**config.mk**
```make
export PLATFORM = sky130hd
export DESIGN_NAME = rdsp_top
export DESIGN_NICKNAME = d
export VERILOG_FILES = /design/src/hw/rdsp_baud.v /design/src/hw/rdsp_top.v
export VERILOG_INCLUDE_DIRS = /design/src /design/src/hw
export SDC_FILE = /design/constraint.sdc
export NUM_CORES = 1
export LEC_CHECK = 0
export BUFFER_PORTS_ARGS = -buffer_cell sky130_fd_sc_hd__buf_2
export CORE_ASPECT_RATIO = 1.4
export CORE_MARGIN = 4
export CORE_UTILIZATION = 65
export CTS_CLUSTER_SIZE = 20
export DETAILED_ROUTE_END_ITERATION = 7
export PLACE_DENSITY = 0.85
export SLEW_MARGIN = 15
export SYNTH_ARGS = -nofsm -noshare
export SYNTH_HDL_FRONTEND = slang
export SYNTH_SLANG_ARGS = --single-unit
```
**constraint.sdc**
```tcl
create_clock -name core_clk -period 123 [get_ports core_clk]
set_clock_uncertainty 0.15 [all_clocks]
set_input_delay 12.3 -clock core_clk [delete_from_list [all_inputs] [get_ports core_clk]]
set_output_delay 12.3 -clock core_clk [all_outputs]
set_load 0.02 [all_outputs]
```
**src/hw/rdsp_map.vh**
```
// register map, field layout, encodings and timing constants of the port
`ifndef RDSP_MAP_VH
`define RDSP_MAP_VH

// ********
// register byte addresses
// ********
`define RDSP_A_CFG     8'h00
`define RDSP_A_DELAY   8'h04
`define RDSP_A_STAT    8'h08
`define RDSP_A_MASK    8'h0c
`define RDSP_A_RXD     8'h10
`define RDSP_A_TXD     8'h14
`define RDSP_A_RES     8'h18

// ********
// configuration fields and encodings
// ********
`define RDSP_F_BAUD    3:0
`define RDSP_F_STOP    5:4
`define RDSP_F_PAR     7:6
`define RDSP_F_FLOW    9:8
`define RDSP_F_EOL     11:10
`define RDSP_B_ECHO    12
`define RDSP_B_VERB    13
`define RDSP_B_DBG     14
`define RDSP_CFG_W     15
`define RDSP_CFG_RST   15'h0007
`define RDSP_STOP_15   2'h1
`define RDSP_STOP_2    2'h2
`define RDSP_PAR_NONE  2'h0
`define RDSP_PAR_ODD   2'h2
`define RDSP_FLOW_HW   2'h1
`define RDSP_FLOW_SW   2'h2
`define RDSP_EOL_LF    2'h0
`define RDSP_EOL_CR    2'h1
`define RDSP_EOL_CRLF  2'h2
`define RDSP_B_TXLAST  8
`define RDSP_DLY_MAX   6'h3c

// ********
// status bits
// ********
`define RDSP_ST_W      6
`define RDSP_ST_RXA    0
`define RDSP_ST_PERR   1
`define RDSP_ST_FERR   2
`define RDSP_ST_OVR    3
`define RDSP_ST_CMD    4
`define RDSP_ST_MSG    5

// ********
// characters
// ********
`define RDSP_CH_XON    8'h11
`define RDSP_CH_XOFF   8'h13
`define RDSP_CH_CR     8'h0d
`define RDSP_CH_LF     8'h0a
`define RDSP_CH_O      8'h4f
`define RDSP_CH_K      8'h4b
`define RDSP_CH_E      8'h45
`define RDSP_CH_R      8'h52

// ********
// timing
// ********
`define RDSP_CLK_HZ    250000000
`define RDSP_CLK_NS    4
`define RDSP_DLY_UNIT_MS 1000
`define RDSP_SEC_CYCLES (`RDSP_DLY_UNIT_MS * 1000000 / `RDSP_CLK_NS)
`define RDSP_OVS       16
`define RDSP_OVS_LAST  5'h0f
`define RDSP_MID_LAST  5'h07
`define RDSP_STOP15_LAST 5'h17
`define RDSP_STOP2_LAST  5'h1f
`define RDSP_BAUD_110   110
`define RDSP_BAUD_150   150
`define RDSP_BAUD_300   300
`define RDSP_BAUD_600   600
`define RDSP_BAUD_1200  1200
`define RDSP_BAUD_2400  2400
`define RDSP_BAUD_4800  4800
`define RDSP_BAUD_9600  9600
`define RDSP_BAUD_19200 19200

`endif

```
**src/hw/rdsp_baud.v**
```verilog
// oversampling tick generator for the selectable bit rates
`timescale 1ns/10ps
`include "rdsp_map.vh"
module rdsp_baud #(
   parameter DIV_W  = 18,
   parameter CLK_HZ = `RDSP_CLK_HZ
) (
   // clock and reset
   input  wire             core_clk,
   input  wire             rstn,
   // rate select and tick
   input  wire [3:0]       rate_sel,
   output reg              tick16
);

   reg  [DIV_W-1:0] cnt_q;
   wire [DIV_W-1:0] div_last;

   // ********
   // divisor lookup, sixteen ticks per bit
   // ********
   function [DIV_W-1:0] div_of;
      input [3:0] sel;
      integer rate;
      integer d;
      begin
         case (sel)
            4'h0: rate = `RDSP_BAUD_110;
            4'h1: rate = `RDSP_BAUD_150;
            4'h2: rate = `RDSP_BAUD_300;
            4'h3: rate = `RDSP_BAUD_600;
            4'h4: rate = `RDSP_BAUD_1200;
            4'h5: rate = `RDSP_BAUD_2400;
            4'h6: rate = `RDSP_BAUD_4800;
            4'h7: rate = `RDSP_BAUD_9600;
            default: rate = `RDSP_BAUD_19200;
         endcase
         d = CLK_HZ / (`RDSP_OVS * rate) - 1;
         div_of = d[DIV_W-1:0];
      end
   endfunction

   assign div_last = div_of(rate_sel);

   // >= keeps the divider sane when the rate is raised mid-count
   always @(posedge core_clk) begin
      if (!rstn) begin
         cnt_q  <= {DIV_W{1'b0}};
         tick16 <= 1'b0;
      end else if (cnt_q >= div_last) begin
         cnt_q  <= {DIV_W{1'b0}};
         tick16 <= 1'b1;
      end else begin
         cnt_q  <= cnt_q + {{(DIV_W-1){1'b0}}, 1'b1};
         tick16 <= 1'b0;
      end
   end

endmodule

```
**src/hw/rdsp_top.v**
```verilog
// serial port on the equipment side: framing, flow, echo, replies
//
// How it works
// RULE_01: we are the DCE; host drives our receive line and RTS.
// RULE_02: bit rate chosen among nine rates from 110 to 19200.
// RULE_03: one, one and a half, or two stop bits per frame.
// RULE_04: even, odd or no parity; made on transmit, checked on receive.
// RULE_05: hardware, software or no flow control; full side pauses other.
// RULE_06: replies wait a programmable 0 to 60 seconds after a command.
// RULE_07: reply terminator is LF, CR, CR LF or LF CR.
// RULE_08: echo on returns each received character; off returns none.
// RULE_09: verbose on sends a success or failure message per command.
// RULE_10: verbose off sends nothing; result held for a host query.
// RULE_11: debug on shows each command character on the display.
// RULE_12: factory initialise leaves serial configuration unchanged.
// RULE_13: setting save and recall do not touch serial configuration.
// RULE_14: for printer use the operator turns verbose and debug off.
// RULE_15: frame is start, eight bits lsb first, parity, stop bits.
// RULE_16: software flow uses XOFF and XON; hardware uses RTS and CTS.
//
// Implementation choices: the placing of the registers and strobed register access.
`timescale 1ns/10ps
`include "rdsp_map.vh"
module rdsp_top #(
   parameter SEC_CYCLES = `RDSP_SEC_CYCLES,
   parameter DW         = 32
) (
   // clock and reset
   input  wire          core_clk,
   input  wire          rstn,
   // register port
   input  wire [7:0]    reg_addr,
   input  wire [DW-1:0] reg_wdata,
   input  wire          reg_wr,
   input  wire          reg_rd,
   output reg  [DW-1:0] reg_rdata,
   output wire          irq,
   // serial pins
   input  wire          ser_rx_in,
   output reg           ser_tx_out,
   input  wire          rts_in,
   output wire          cts_out,
   // settings events
   input  wire          factory_init,
   input  wire          setting_recall,
   // display feed
   output reg           dbg_valid,
   output reg  [7:0]    dbg_char
);

   localparam S_IDLE = 3'h0;
   localparam S_STRT = 3'h1;
   localparam S_DATA = 3'h2;
   localparam S_PAR  = 3'h3;
   localparam S_STOP = 3'h4;
   localparam K_NONE = 2'h0;
   localparam K_DATA = 2'h1;
   localparam K_RES  = 2'h2;

   reg  [`RDSP_CFG_W-1:0] cfg_q;
   reg  [5:0]  dly_set_q, dly_cnt_q;
   reg  [31:0] sec_cnt_q;
   reg  [`RDSP_ST_W-1:0] st_q, mask_q, st_set;
   reg  [1:0]  res_q;
   reg         res_pend_q;
   reg  [2:0]  rx_st_q, tx_st_q;
   reg  [4:0]  rx_cnt_q, tx_cnt_q;
   reg  [2:0]  rx_bit_q, tx_bit_q;
   reg  [7:0]  rx_sh_q, tx_sh_q, hold_q, echo_q;
   reg         hold_v_q, echo_v_q, xoff_rx_q, xoff_tx_q, tx_par_q, rx_par_q;
   reg  [1:0]  msg_k_q, msg_i_q;
   reg  [7:0]  msg_b_q;
   reg         msg_ok_q, msg_last_q;
   reg  [7:0]  msg_cur, t1, t2;
   reg  [1:0]  msg_len;
   reg  [4:0]  stop_last;
   wire        tick;
   wire        par_on = cfg_q[`RDSP_F_PAR] != `RDSP_PAR_NONE;
   wire        par_odd = cfg_q[`RDSP_F_PAR] == `RDSP_PAR_ODD;
   wire        flow_hw = cfg_q[`RDSP_F_FLOW] == `RDSP_FLOW_HW;
   wire        flow_sw = cfg_q[`RDSP_F_FLOW] == `RDSP_FLOW_SW;
   wire        two_ch = cfg_q[11];
   wire        rd_stat = reg_rd && reg_addr == `RDSP_A_STAT;
   wire        rd_rxd = reg_rd && reg_addr == `RDSP_A_RXD;
   wire        wr_txd = reg_wr && reg_addr == `RDSP_A_TXD;
   wire        wr_res = reg_wr && reg_addr == `RDSP_A_RES;
   wire        resp_open = dly_cnt_q == 6'h00;
   wire        rx_done = tick && rx_st_q == S_STOP
                         && rx_cnt_q == `RDSP_OVS_LAST;
   wire        rx_par_bad = par_on
                            && (tx_par_calc(rx_sh_q) != rx_par_q);
   wire        is_flow_ch = flow_sw && (rx_sh_q == `RDSP_CH_XON
                            || rx_sh_q == `RDSP_CH_XOFF);
   wire        fc_need = flow_sw && (hold_v_q != xoff_tx_q);
   wire        tx_go = flow_hw ? rts_in : !(flow_sw && xoff_rx_q);
   wire        tx_free = tick && tx_st_q == S_IDLE;
   wire        send_fc = tx_free && fc_need;
   wire        send_echo = tx_free && !fc_need && tx_go && echo_v_q;
   wire        send_msg = tx_free && !fc_need && tx_go && !echo_v_q
                          && msg_k_q != K_NONE && resp_open;
   wire        msg_end = {1'b0, msg_i_q} == {1'b0, msg_len};

   // ********
   // bit rate
   // ********
   // cycles per second doubles as the clock rate of the divider
   rdsp_baud #(
      .CLK_HZ (SEC_CYCLES)
   ) u_baud (
      .core_clk (core_clk),
      .rstn     (rstn),
      .rate_sel (cfg_q[`RDSP_F_BAUD]),   // RULE_02
      .tick16   (tick)
   );

   function tx_par_calc;
      input [7:0] b;
      tx_par_calc = par_odd ? ~^b : ^b;   // RULE_04
   endfunction

   // ********
   // reply bytes: verbose result then terminator, or data with terminator only when flagged last
   // ********
   always @* begin
      case (cfg_q[`RDSP_F_EOL])   // RULE_07
         `RDSP_EOL_LF:   begin t1 = `RDSP_CH_LF; t2 = `RDSP_CH_LF; end
         `RDSP_EOL_CR:   begin t1 = `RDSP_CH_CR; t2 = `RDSP_CH_CR; end
         `RDSP_EOL_CRLF: begin t1 = `RDSP_CH_CR; t2 = `RDSP_CH_LF; end
         default:        begin t1 = `RDSP_CH_LF; t2 = `RDSP_CH_CR; end
      endcase
      msg_cur = msg_b_q;
      msg_len = 2'h0;
      if (msg_k_q == K_RES) begin
         msg_len = two_ch ? 2'h3 : 2'h2;
         case (msg_i_q)
            2'h0: msg_cur = msg_ok_q ? `RDSP_CH_O : `RDSP_CH_E;
            2'h1: msg_cur = msg_ok_q ? `RDSP_CH_K : `RDSP_CH_R;
            2'h2: msg_cur = t1;
            default: msg_cur = t2;
         endcase
      end else begin
         if (msg_last_q)
            msg_len = two_ch ? 2'h2 : 2'h1;
         case (msg_i_q)
            2'h0: msg_cur = msg_b_q;
            2'h1: msg_cur = t1;
            default: msg_cur = t2;
         endcase
      end
      case (cfg_q[`RDSP_F_STOP])   // RULE_03
         `RDSP_STOP_15: stop_last = `RDSP_STOP15_LAST;
         `RDSP_STOP_2:  stop_last = `RDSP_STOP2_LAST;
         default:       stop_last = `RDSP_OVS_LAST;
      endcase
   end

   // ********
   // receiver, sixteen samples per bit, decision at mid bit
   // ********
   always @(posedge core_clk) begin
      if (!rstn) begin
         rx_st_q  <= S_IDLE;
         rx_cnt_q <= 5'h00;
         rx_bit_q <= 3'h0;
         rx_sh_q  <= 8'h00;
         rx_par_q <= 1'b0;
      end else if (tick) begin
         rx_cnt_q <= rx_cnt_q + 5'h01;
         case (rx_st_q)   // RULE_15
            S_IDLE: begin
               rx_cnt_q <= 5'h00;
               if (!ser_rx_in)
                  rx_st_q <= S_STRT;
            end
            S_STRT: if (rx_cnt_q == `RDSP_MID_LAST) begin
               rx_cnt_q <= 5'h00;
               rx_bit_q <= 3'h0;
               rx_st_q  <= ser_rx_in ? S_IDLE : S_DATA;
            end
            S_DATA: if (rx_cnt_q == `RDSP_OVS_LAST) begin
               rx_cnt_q <= 5'h00;
               rx_sh_q  <= {ser_rx_in, rx_sh_q[7:1]};
               rx_bit_q <= rx_bit_q + 3'h1;
               if (rx_bit_q == 3'h7)
                  rx_st_q <= par_on ? S_PAR : S_STOP;
            end
            S_PAR: if (rx_cnt_q == `RDSP_OVS_LAST) begin
               rx_cnt_q <= 5'h00;
               rx_par_q <= ser_rx_in;
               rx_st_q  <= S_STOP;
            end
            S_STOP: if (rx_cnt_q == `RDSP_OVS_LAST)
               rx_st_q <= S_IDLE;
            default: rx_st_q <= S_IDLE;
         endcase
      end
   end

   // ********
   // transmitter
   // ********
   always @(posedge core_clk) begin
      if (!rstn) begin
         tx_st_q    <= S_IDLE;
         tx_cnt_q   <= 5'h00;
         tx_bit_q   <= 3'h0;
         tx_sh_q    <= 8'h00;
         tx_par_q   <= 1'b0;
         ser_tx_out <= 1'b1;
      end else if (tick) begin
         tx_cnt_q <= tx_cnt_q + 5'h01;
         case (tx_st_q)   // RULE_15
            S_IDLE: begin
               tx_cnt_q   <= 5'h00;
               ser_tx_out <= 1'b1;
               if (send_fc || send_echo || send_msg) begin
                  tx_sh_q <= send_fc ? (hold_v_q ? `RDSP_CH_XOFF
                             : `RDSP_CH_XON)
                             : send_echo ? echo_q : msg_cur;
                  tx_st_q    <= S_STRT;
                  ser_tx_out <= 1'b0;
               end
            end
            S_STRT: if (tx_cnt_q == `RDSP_OVS_LAST) begin
               tx_cnt_q   <= 5'h00;
               tx_bit_q   <= 3'h0;
               tx_par_q   <= tx_par_calc(tx_sh_q);
               ser_tx_out <= tx_sh_q[0];
               tx_st_q    <= S_DATA;
            end
            S_DATA: if (tx_cnt_q == `RDSP_OVS_LAST) begin
               tx_cnt_q <= 5'h00;
               tx_bit_q <= tx_bit_q + 3'h1;
               tx_sh_q  <= {1'b0, tx_sh_q[7:1]};
               if (tx_bit_q == 3'h7) begin
                  ser_tx_out <= par_on ? tx_par_q : 1'b1;
                  tx_st_q    <= par_on ? S_PAR : S_STOP;
               end else
                  ser_tx_out <= tx_sh_q[1];
            end
            S_PAR: if (tx_cnt_q == `RDSP_OVS_LAST) begin
               tx_cnt_q   <= 5'h00;
               ser_tx_out <= 1'b1;
               tx_st_q    <= S_STOP;
            end
            S_STOP: if (tx_cnt_q == stop_last)   // RULE_03
               tx_st_q <= S_IDLE;
            default: tx_st_q <= S_IDLE;
         endcase
      end
   end

   // ********
   // flow, echo, reply sequencing, delay, registers
   // ********
   // hold register full means our input buffer is full
   assign cts_out = flow_hw ? !hold_v_q : 1'b1;   // RULE_05 RULE_16
   assign irq = |(st_q & mask_q);

   always @* begin
      st_set = {`RDSP_ST_W{1'b0}};
      st_set[`RDSP_ST_RXA]  = rx_done && !is_flow_ch;
      st_set[`RDSP_ST_PERR] = rx_done && rx_par_bad;   // RULE_04
      st_set[`RDSP_ST_FERR] = rx_done && !ser_rx_in;
      st_set[`RDSP_ST_OVR]  = rx_done && !is_flow_ch && hold_v_q
                              && !rd_rxd;
      st_set[`RDSP_ST_CMD]  = rx_done && (rx_sh_q == `RDSP_CH_CR
                              || rx_sh_q == `RDSP_CH_LF);
      st_set[`RDSP_ST_MSG]  = send_msg && msg_end;
   end

   always @(posedge core_clk) begin
      if (!rstn) begin
         cfg_q      <= `RDSP_CFG_RST;
         dly_set_q  <= 6'h00;
         dly_cnt_q  <= 6'h00;
         sec_cnt_q  <= 32'h0;
         st_q       <= {`RDSP_ST_W{1'b0}};
         mask_q     <= {`RDSP_ST_W{1'b0}};
         res_q      <= 2'h0;
         res_pend_q <= 1'b0;
         hold_q     <= 8'h00;
         hold_v_q   <= 1'b0;
         echo_q     <= 8'h00;
         echo_v_q   <= 1'b0;
         xoff_rx_q  <= 1'b0;
         xoff_tx_q  <= 1'b0;
         msg_k_q    <= K_NONE;
         msg_i_q    <= 2'h0;
         msg_b_q    <= 8'h00;
         msg_ok_q   <= 1'b0;
         msg_last_q <= 1'b0;
         dbg_valid  <= 1'b0;
         dbg_char   <= 8'h00;
         reg_rdata  <= {DW{1'b0}};
      end else begin
         dbg_valid <= 1'b0;
         // set wins over the read-to-clear
         st_q <= (rd_stat ? {`RDSP_ST_W{1'b0}} : st_q) | st_set;
         if (rd_rxd)
            hold_v_q <= 1'b0;
         if (send_echo)
            echo_v_q <= 1'b0;
         if (send_fc)
            xoff_tx_q <= hold_v_q;   // RULE_16
         if (!flow_sw)
            xoff_tx_q <= 1'b0;
         if (rx_done) begin
            if (is_flow_ch)
               xoff_rx_q <= rx_sh_q == `RDSP_CH_XOFF;   // RULE_16
            else begin
               hold_q   <= rx_sh_q;
               hold_v_q <= 1'b1;
               if (cfg_q[`RDSP_B_ECHO]) begin   // RULE_08
                  echo_q   <= rx_sh_q;
                  echo_v_q <= 1'b1;
               end
               if (cfg_q[`RDSP_B_DBG]) begin   // RULE_11
                  dbg_valid <= 1'b1;
                  dbg_char  <= rx_sh_q;
               end
            end
         end
         if (!flow_sw)
            xoff_rx_q <= 1'b0;
         // reply hold-off restarts on each command end
         if (st_set[`RDSP_ST_CMD]) begin   // RULE_06
            dly_cnt_q <= dly_set_q;
            sec_cnt_q <= 32'h0;
         end else if (!resp_open) begin
            if (sec_cnt_q == SEC_CYCLES - 1) begin
               sec_cnt_q <= 32'h0;
               dly_cnt_q <= dly_cnt_q - 6'h01;
            end else
               sec_cnt_q <= sec_cnt_q + 32'h1;
         end
         if (send_msg) begin
            msg_i_q <= msg_i_q + 2'h1;
            if (msg_end) begin
               msg_k_q <= K_NONE;
               msg_i_q <= 2'h0;
            end
         end else if (msg_k_q == K_NONE && res_pend_q) begin
            msg_k_q    <= K_RES;   // RULE_09
            msg_ok_q   <= res_q[0];
            res_pend_q <= 1'b0;
         end else if (msg_k_q == K_NONE && wr_txd) begin
            msg_k_q    <= K_DATA;
            msg_b_q    <= reg_wdata[7:0];
            msg_last_q <= reg_wdata[`RDSP_B_TXLAST];
         end
         if (wr_res) begin
            res_q <= {1'b1, reg_wdata[0]};   // RULE_10
            if (cfg_q[`RDSP_B_VERB])   // RULE_09 RULE_10
               res_pend_q <= 1'b1;
         end
         if (reg_wr && reg_addr == `RDSP_A_CFG)
            cfg_q <= reg_wdata[`RDSP_CFG_W-1:0];
         if (reg_wr && reg_addr == `RDSP_A_DELAY)
            dly_set_q <= (reg_wdata[5:0] > `RDSP_DLY_MAX) ?
                         `RDSP_DLY_MAX : reg_wdata[5:0];
         if (reg_wr && reg_addr == `RDSP_A_MASK)
            mask_q <= reg_wdata[`RDSP_ST_W-1:0];
         // cfg and delay are left alone by these events
         if (factory_init || setting_recall) begin   // RULE_12 RULE_13
            mask_q <= {`RDSP_ST_W{1'b0}};
            res_q  <= 2'h0;
         end
         reg_rdata <= {DW{1'b0}};
         if (reg_rd) begin
            case (reg_addr)
               `RDSP_A_CFG:   reg_rdata[`RDSP_CFG_W-1:0] <= cfg_q;
               `RDSP_A_DELAY: reg_rdata[5:0] <= dly_set_q;
               `RDSP_A_STAT:  reg_rdata[`RDSP_ST_W-1:0] <= st_q;
               `RDSP_A_MASK:  reg_rdata[`RDSP_ST_W-1:0] <= mask_q;
               `RDSP_A_RXD:   reg_rdata[8:0] <= {hold_v_q, hold_q};
               `RDSP_A_TXD:   reg_rdata[1:0] <= {res_pend_q,
                                                 msg_k_q == K_NONE};
               `RDSP_A_RES:   reg_rdata[1:0] <= res_q;
               default:       reg_rdata <= {DW{1'b0}};
            endcase
         end
      end
   end

endmodule

```
# Word-level counts from Yosys, hierarchy flattened
# Memory sizes are Yosys's and may differ from the RTL's. A register that Yosys moved wholly into a read port is not among the register bits.
# Index checks and enable logic that the tools add are counted.
dict set report op_classes {
  n_addsub 9
  div_mod_pow 1
  order_cmp 2
  n_eq_ne 52
  muxes 86
  bitwise 7
  reduce_logical 90
}
# operator n
set op_table {}
lappend op_table {{2-to-1 mux 3 bit} 21}
lappend op_table {{== test 8 x 5 -> 1 bit, second input constant} 5}
lappend op_table {{2-to-1 mux 8 bit} 5}
lappend op_table {{adder 32 x 1 -> 32 bit, second input constant} 1}
lappend op_table {{divider 29 x 32 -> 32 bit, first input constant} 1}
lappend op_table {{== test 32 x 28 -> 1 bit, second input constant} 1}
lappend op_table {{== test 8 x 4 -> 1 bit, second input constant} 4}
lappend op_table {{2-to-1 mux 32 bit} 1}
lappend op_table {{case mux 8 bit (2 select lines)} 2}
lappend op_table {{logical AND 1 bit} 30}
lappend op_table {{2-to-1 mux 6 bit} 5}
lappend op_table {{case mux 3 bit (5 select lines)} 2}
lappend op_table {{2-to-1 mux 28 bit} 1}
lappend op_table {{2-to-1 mux 1 bit} 24}
lappend op_table {{case mux 8 bit (3 select lines)} 1}
lappend op_table {{!= test 2 bit, second input constant} 11}
lappend op_table {{AND reduction 3 bit} 7}
lappend op_table {{2-to-1 mux 2 bit} 10}
lappend op_table {{2-to-1 mux 5 bit} 4}
lappend op_table {{case mux 4 bit (5 select lines)} 1}
lappend op_table {{case mux 5 bit (2 select lines)} 2}
lappend op_table {{adder 18 x 1 -> 18 bit, second input constant} 1}
lappend op_table {{greater-or-equal comparator 18 bit} 1}
lappend op_table {{case mux 3 bit (2 select lines)} 3}
lappend op_table {{43 further kinds} 103}
dict set report word_totals {
  ff_bits 209
  mem_bits_ro 104
  inputBits 48
  mem_count 1
}
# name depth width read_ports rd_ports_with_merged_regs wr line_no
set mem_list {}
lappend mem_list {{(no name shown)} 8 13 1 1 0 rdsp_baud.v:27} ;# case (sel)

# Longest topological paths before layout
# Gate-level depths: netlist of run 1.
dict set report logic_depth {
  word_depth 11
  mapped_depth 369
}

# Hierarchy
# A second synthesis of run 1 with hierarchy kept.
dict set report hier_totals {
  hier_cells 3922
  area_unflattened_um2 28307.1
}
# module n_inst cells_per_inst area_each_um2 seq_area_each_um2
set modules_own_cells {}
lappend modules_own_cells {rdsp_baud 1 2921 19900.3 380.4}
lappend modules_own_cells {rdsp_top 1 1001 8406.8 3463.3}

# Least setup slack after synthesis of run 1
# OpenSTA, ideal clock, no wires.
dict set report synth_timing {
  path_type {reg2reg}
  from {register cfg_q[3]}
  to {register u_baud.cnt_q[10]}
  setup_time_ns 0.065
  arrival_ns 64.009
  setup_slack_ns 58.776
  path_stages_with_launch 350
  path_buffers 33
  period_less_slack_ns 64.224
  cell_sequence {dfxtp_1 buf_4 clkinv_1 nand2_1 ha_1 nand2_1 o21ai_0 a21oi_1 or3_4 nor2_1 ha_1 o21a_1 nor2_1 or2_2 nor2_2 mux2_2 ha_1 o21a_1 [314 not listed] o21ai_0 nand2b_1 a21oi_1 nor2b_1 o21ai_0 nand2b_1 a21oi_1 nor2b_1 o21ai_0 nand2b_1 a21oi_1 nor2b_1 o21ai_0 nand2b_1 a21oi_1 nand2_1 clkbuf_1 nor2_1}
}
dict set report synth_between {
  elab_chain_cells 5
}
# element line_no
set synth_rtl {}
lappend synth_rtl {{start: declaration} rdsp_top.v:60} ;# reg [`RDSP_CFG_W-1:0] cfg_q;
lappend synth_rtl {{start signal: assignment} rdsp_top.v:274} ;# cfg_q <= `RDSP_CFG_RST;
lappend synth_rtl {{start signal: assignment} rdsp_top.v:358} ;# cfg_q <= reg_wdata[`RDSP_CFG_W-1:0];
lappend synth_rtl {{2-to-1 mux 28 bit} rdsp_baud.v:27}
lappend synth_rtl {{divider 29 x 32 -> 32 bit} rdsp_baud.v:38} ;# d = CLK_HZ / (`RDSP_OVS * rate) - 1;
lappend synth_rtl {{subtractor 18 x 2 -> 18 bit} rdsp_baud.v:38}
lappend synth_rtl {{greater-or-equal comparator 18 bit} rdsp_baud.v:50} ;# end else if (cnt_q >= div_last) begin
lappend synth_rtl {{OR reduction 2 bit (no line)} --}
lappend synth_rtl {{end signal: assignment} rdsp_baud.v:48} ;# cnt_q <= {DIV_W{1'b0}};
lappend synth_rtl {{end signal: assignment} rdsp_baud.v:51} ;# cnt_q <= {DIV_W{1'b0}};
lappend synth_rtl {{end signal: assignment} rdsp_baud.v:54} ;# cnt_q <= cnt_q + {{(DIV_W-1){1'b0}}, 1'b1};
lappend synth_rtl {{end: declaration} rdsp_baud.v:16} ;# reg [DIV_W-1:0] cnt_q;
# No other way between the ends.
# A chain may end at the register's enable or synchronous reset.

# Worst setup path after layout of run 1
dict set report layout_timing {
  from {register cfg_q[3]}
  to {register u_baud.cnt_q[6]}
}
# The elaborated chain is that of the path after synthesis.

==> run metrics, run 1 <==
status completed; crit share post-route 60.2%; vias in the first global route 26500; Die Area 46300 µm²; largest family of logic cells by synthesized area compound AO/OA/AOI/OAI gates; CP Launch Type flop; CTS tree yes; wire length per cell 17.6 µm; DRC viols 0; crit path kind flop to flop; multi-input logic area 22800 µm²; Hold Crit Class flop to flop; Worst path max stage delay 0.76 ns; TNS Setup 0 ns; Syn Area/Cell 7.49 µm²; # diodes 0; final setup violation count 0; crit path max fanout 39; final setup margin 48.96 ns; number of fill cells in the layout 3608; clock slew at reported path FFs 0.07 ns; multiplexer area fraction after synthesis 4.58%; Hold Vio Cnt, Final 0; Routed Antenna Nets 0; Core Rows 89; Skew-Pair Late Insertion Delay 0.51 ns; Area after DPL 28500 µm²; simple-gate area share of the yosys netlist 26.4%; DIE HEIGHT 253 µm; unrepaired setup endpoints after global routing false; crit path DAT 74.32 ns; sequential element share of the synthesized area 14.7%; number of flops mapped to enable cells by yosys 0; Chip Width 183 µm; clock sinks 205; post-layout util 68.8%; post-synthesis cell area 27900 µm²; largest net degree at the start of global routing 55; most frequent CP cell o21a_1; Sequential Area 4100 µm²; fin. max-slew vios 0; nets@finish 4085; Worst slew margin 26.8%; Congestion Overflow GR 0; first-pass GRT wire length 123000 µm; Hold-fix buffers, CTS 0; crit end category flop; Synth cell types 135; Vias/cell 6.47; drt initial violations 1611; setup bufs post-CTS 0; Critical-path top delay cell a2111oi_0; initial antenna violation count 0; Max Root-Sink Buffers 3; Ports 92; floorplan core area 42300 µm²; Yosys reg bits 205; TritonCTS Buffers 20; IO Port Bufs 57; Worst Tran Pin Value 1.09 ns; Root Buffer clkbuf_16; finished layout cell area 29100 µm²; Top FF cell, synth dfxtp_1; Post-synth ARST share 0%; share of post-route cells with drive strength above 1 8.34%; Post-DP HPWL 57800 µm; CTS H-tree depth 1; Worst EP required 123.28 ns; Routed WL 75400 µm; fin crit period 74.04 ns; dpl ws 50.03 ns; Adder-Cell Fraction of Synth Area 14.4%; GP Congestion 0.970; YS warnings 0; Initial Utilization 65.8%; via count 27700; synth-to-layout area growth 4.50%; xor and xnor area share after synthesis 7.57%; R2R Setup Slk 48.96 ns; Resize count post-CTS 0; Cells after Synth 3718; GRT Total Usage 31.0%; Max Freq 13.5 MHz; max-cap check violation count 0; Pre-Repair DR Iteration Count 6; Compound-Gate Fraction of Synth Area 28.3%
-- flip-flops by register name (all words and copies together), names as in the netlist, 6 cells and up, named ones only --
| signal | count |
|---|---|
| msg_b_q | 8 |
| dly_set_q | 6 |
| sec_cnt_q | 32 |
| dly_cnt_q | 6 |
| echo_q | 8 |
| hold_q | 8 |
| rx_sh_q | 8 |
| reg_rdata | 15 |
| tx_sh_q | 8 |
| dbg_char | 8 |
| st_q | 6 |
| cfg_q | 15 |
| u_baud.cnt_q | 18 |
| mask_q | 6 |
-- kinds of logic after synthesis --
kind of cell             Yosys count
multiplexers                     117
flip-flops                       205
AO/OA/AOI/OAI                   1136
other                              1
AND/OR/NAND/NOR                 1474
XOR/XNOR                         239
buffers and inverters            228
adder cells (fa/ha/maj)          318
-- critical path: cells and delay by family (launching register included) --
kind            cells  cell delay (ns)
compound gates    177            40.12
simple gates      101            18.37
fa+ha+maj          27             8.81
mux                 6             2.15
buf+inv            17             3.51
xor+xnor            2             0.30
flops               1             0.30
-- per-layer routing --
layer	up-vias	global-route usage, %	share of wire [%]
li1	13700	-	-
met1	12900	33.8	39
met2	833	57.9	50
met3	314	3.05	4.5
met4	0	17.7	6.6
met5	-	0	0
-- final timing paths --
kind              from         endpoint  depth (start not counted)
min          echo_q[2]        echo_q[2]                          2
max           cfg_q[3]  u_baud.cnt_q[6]                        330
max reg2reg   cfg_q[3]  u_baud.cnt_q[6]                        330
min reg2reg  echo_q[2]        echo_q[2]                          2
-- placed cells by master, fill, tap and decap left out, types with 12 or more instances in the layout --
cell type / count
or3_1: 40
a31oi_1: 25
clkbuf_16: 21
conb_1: 18
nor2_1: 330
ha_1: 314
buf_2: 56
a21oi_1: 235
inv_1: 90
a21o_1: 113
o21bai_1: 13
o21ai_0: 203
buf_4: 42
xor2_1: 88
and3_1: 46
nor3_1: 113
o211ai_1: 26
or2_2: 23
nand3b_1: 17
mux2i_1: 57
nand3_1: 135
a211oi_1: 29
nand4_1: 39
o21a_1: 119
a21boi_0: 63
and2_1: 54
dfxtp_1: 205
nor4_1: 12
a22oi_1: 20
nand2b_1: 63
o31ai_1: 57
nand2_1: 423
o211a_1: 24
xnor2_1: 149
nor2b_1: 81
o21ai_1: 19
mux2_2: 52
-- area by class of cell --
| type | instances | share of cell area (%) |
|---|---|---|
| Clock buffer | 30 | 1.99 |
| Tap cell | 546 | 2.35 |
| Sequential cell | 205 | 14.1 |
| Clock inverter | 4 | 0.181 |
| Timing Repair Buffer | 98 | 2.05 |
| Multi-Input combinational cell | 3302 | 78.2 |
| Inverter | 92 | 1.19 |
-- Yosys cell counts (11+ instances only) --
| library cell | number | area (µm²) |
|---|---|---|
| nand2_1 | 423 | 1590 |
| nor2_1 | 334 | 1250 |
| ha_1 | 314 | 3930 |
| a21oi_1 | 235 | 1180 |
| dfxtp_1 | 205 | 4100 |
| o21ai_0 | 203 | 1020 |
| xnor2_1 | 149 | 1310 |
| nand3_1 | 136 | 681 |
| o21a_1 | 119 | 893 |
| nor3_1 | 114 | 571 |
| a21o_1 | 113 | 848 |
| inv_1 | 90 | 338 |
| xor2_1 | 88 | 771 |
| nor2b_1 | 81 | 507 |
| clkbuf_1 | 74 | 278 |
| a21boi_0 | 63 | 473 |
| nand2b_1 | 63 | 394 |
| mux2i_1 | 57 | 571 |
| o31ai_1 | 57 | 428 |
| and2_1 | 54 | 338 |
| mux2_2 | 52 | 586 |
| and3_1 | 46 | 288 |
| or3_1 | 40 | 250 |
| nand4_1 | 39 | 244 |
| buf_4 | 34 | 255 |
| a211oi_1 | 29 | 218 |
| o211ai_1 | 26 | 195 |
| a31oi_1 | 25 | 156 |
| o211a_1 | 24 | 240 |
| or2_2 | 23 | 144 |
| a22oi_1 | 20 | 150 |
| o21ai_1 | 19 | 95.1 |
| nand3b_1 | 17 | 128 |
| buf_6 | 16 | 180 |
| nor4_1 | 13 | 81.3 |
| o21bai_1 | 13 | 97.6 |
| nor3b_1 | 12 | 90.1 |
| o22ai_1 | 11 | 68.8 |
-- per-stage QoR --
stage	cells	hold slack [ns]
floorplan	3735	0.285
CTS	4277	0.316
global route	4277	0.348
detailed placement	4243	0.307
finish	4277	0.317
global placement	4243	0.300
Power of run 1 is not shown: default switching activity piles up to over one toggle a cycle in this logic, so the estimate is an artifact.
==> inputs of run 2 (changes only) <==
- CORE_UTILIZATION: 65 -> 59
- PLACE_DENSITY: 0.85 -> 0.81
- clock period: 123 -> 62.4 ns (I/O delays scaled with it)
==> run 2 against run 1 <==
Sequential share of layout area fell by 1.5 points. Final area rose by 12%. Final cell count rose by 7.6%. Critical endpoint is now u_baud.cnt_q[17].
==> run metrics, run 2 (synthesized netlist as in run 1, its figures left out) <==
status completed; Worst EP required 62.70 ns; Pre-Repair DR Iteration Count 8; leading registers by flop count sec_cnt_q: 32 flops, u_baud.cnt_q: 18 flops; Max Root-Sink Buffers 3; crit share post-route 95.8%; Ports 92; clock sinks 205; final setup violation count 0; Biggest register sec_cnt_q; fin crit period 59.79 ns; CTS tree yes; Max Freq 16.7 MHz; post-layout util 70.1%; Post-DP HPWL 64100 µm; Skew-Pair Late Insertion Delay 0.54 ns; nets@finish 4336; Routed Antenna Nets 0; Largest register FFs 32; wire length per cell 18.8 µm; Hold Vio Cnt, Final 0; # diodes 0; worst path bufs/invs 23; initial antenna violation count 1; vias in the first global route 27500; Congestion Overflow GR 0; Routed WL 86600 µm; Hold Crit Class flop to flop; Worst slew margin 28.2%; most frequent CP cell o21a_1; crit end category flop; GRT Total Usage 31.2%; Worst Tran Pin Value 1.07 ns; IO Port Bufs 57; most common cell after layout, fill and taps aside nand2_1; DRC viols 0; TritonCTS Buffers 21; via count 29300; CP Launch Type flop; Die Area 50800 µm²; drt initial violations 1587; crit path kind flop to flop; max-cap check violation count 0; crit path max fanout 16; number of fill cells in the layout 3820; R2R Setup Slk 2.61 ns; Core Rows 93; DIE HEIGHT 265 µm; Root Buffer clkbuf_16; Chip Width 192 µm; largest net degree at the start of global routing 52; commonest cells after routing, fill and taps aside nand2_1 (412), nor2_1 (313), ha_1 (282); Worst path max stage delay 0.56 ns; synth-to-layout area growth 16.6%; first-pass GRT wire length 133000 µm; Critical-path top delay cell or4_4; Initial Utilization 60.2%; clock slew at reported path FFs 0.07 ns; Vias/cell 6.37; share of post-route cells with drive strength above 1 19.2%; GP Congestion 0.953; CTS H-tree depth 1; CP delay by family, top compound AO/OA/AOI/OAI gates; fin. max-slew vios 0; crit path DAT 60.08 ns; floorplan core area 46300 µm²
-- run 2: layout make-up --
type / instances / area [µm²] / area share (%)
Multi-Input combinational cell: 3303 / 24000 / 74.0
Sequential cell: 205 / 4110 / 12.6
Timing Repair Buffer: 347 / 2560 / 7.90
Tap cell: 617 / 772 / 2.38
Clock buffer: 25 / 551 / 1.69
Inverter: 92 / 347 / 1.07
Clock inverter: 12 / 116 / 0.358
-- run 2: through the flow --
step / std cells / TNS (ns) / instance area, µm² / setup WS [ns] / hold WS (ns)
global route: 4601 / -13.48 / 32500 / -0.733 / 0.346
CTS: 4526 / 0 / 30700 / 0.0304 / 0.316
finish: 4601 / 0 / 32500 / 2.61 / 0.316
floorplan: 3735 / 0 / 28000 / 0.0341 / 0.285
detailed placement: 4488 / -18.93 / 29900 / -1.02 / 0.307
global placement: 4488 / -7.11 / 29900 / -0.386 / 0.300
-- run 2: tightest hold or removal path, cell delays in order, from the launching register on --
cell,delay [ns]
dfxtp_1,0.31
nand2_1,0.05
a21boi_0,0.06
-- run 2: what timing repair did --
| action | CTS | global route |
|---|---|---|
| setup buffers | 1 | 69 |
| endpoints found under the setup margin | 19 | 19 |
| hold buffers | 0 | 0 |
| pin swaps | 6 | 113 |
| resized for setup | 29 | 263 |
| cloned | 0 | 6 |
-- run 2: layer usage --
metal,share of wire (%),track usage (%),up-vias
met5,0,0,-
met3,4.9,3.22,412
li1,-,-,14200
met2,50,57.9,1014
met4,8.0,20.0,0
met1,37,33.3,13700
-- run 2: path summary, 6_finish.rpt --
| path | cells after the start | startpoint | end |
|---|---|---|---|
| hold / removal | 2 | echo_q[4] | echo_q[4] |
| setup reg to reg | 336 | flop | u_baud.cnt_q[17] |
| setup / recovery | 336 | flop | u_baud.cnt_q[17] |
| hold reg to reg | 2 | echo_q[4] | echo_q[4] |
Power of run 2 is left out for the same reason.
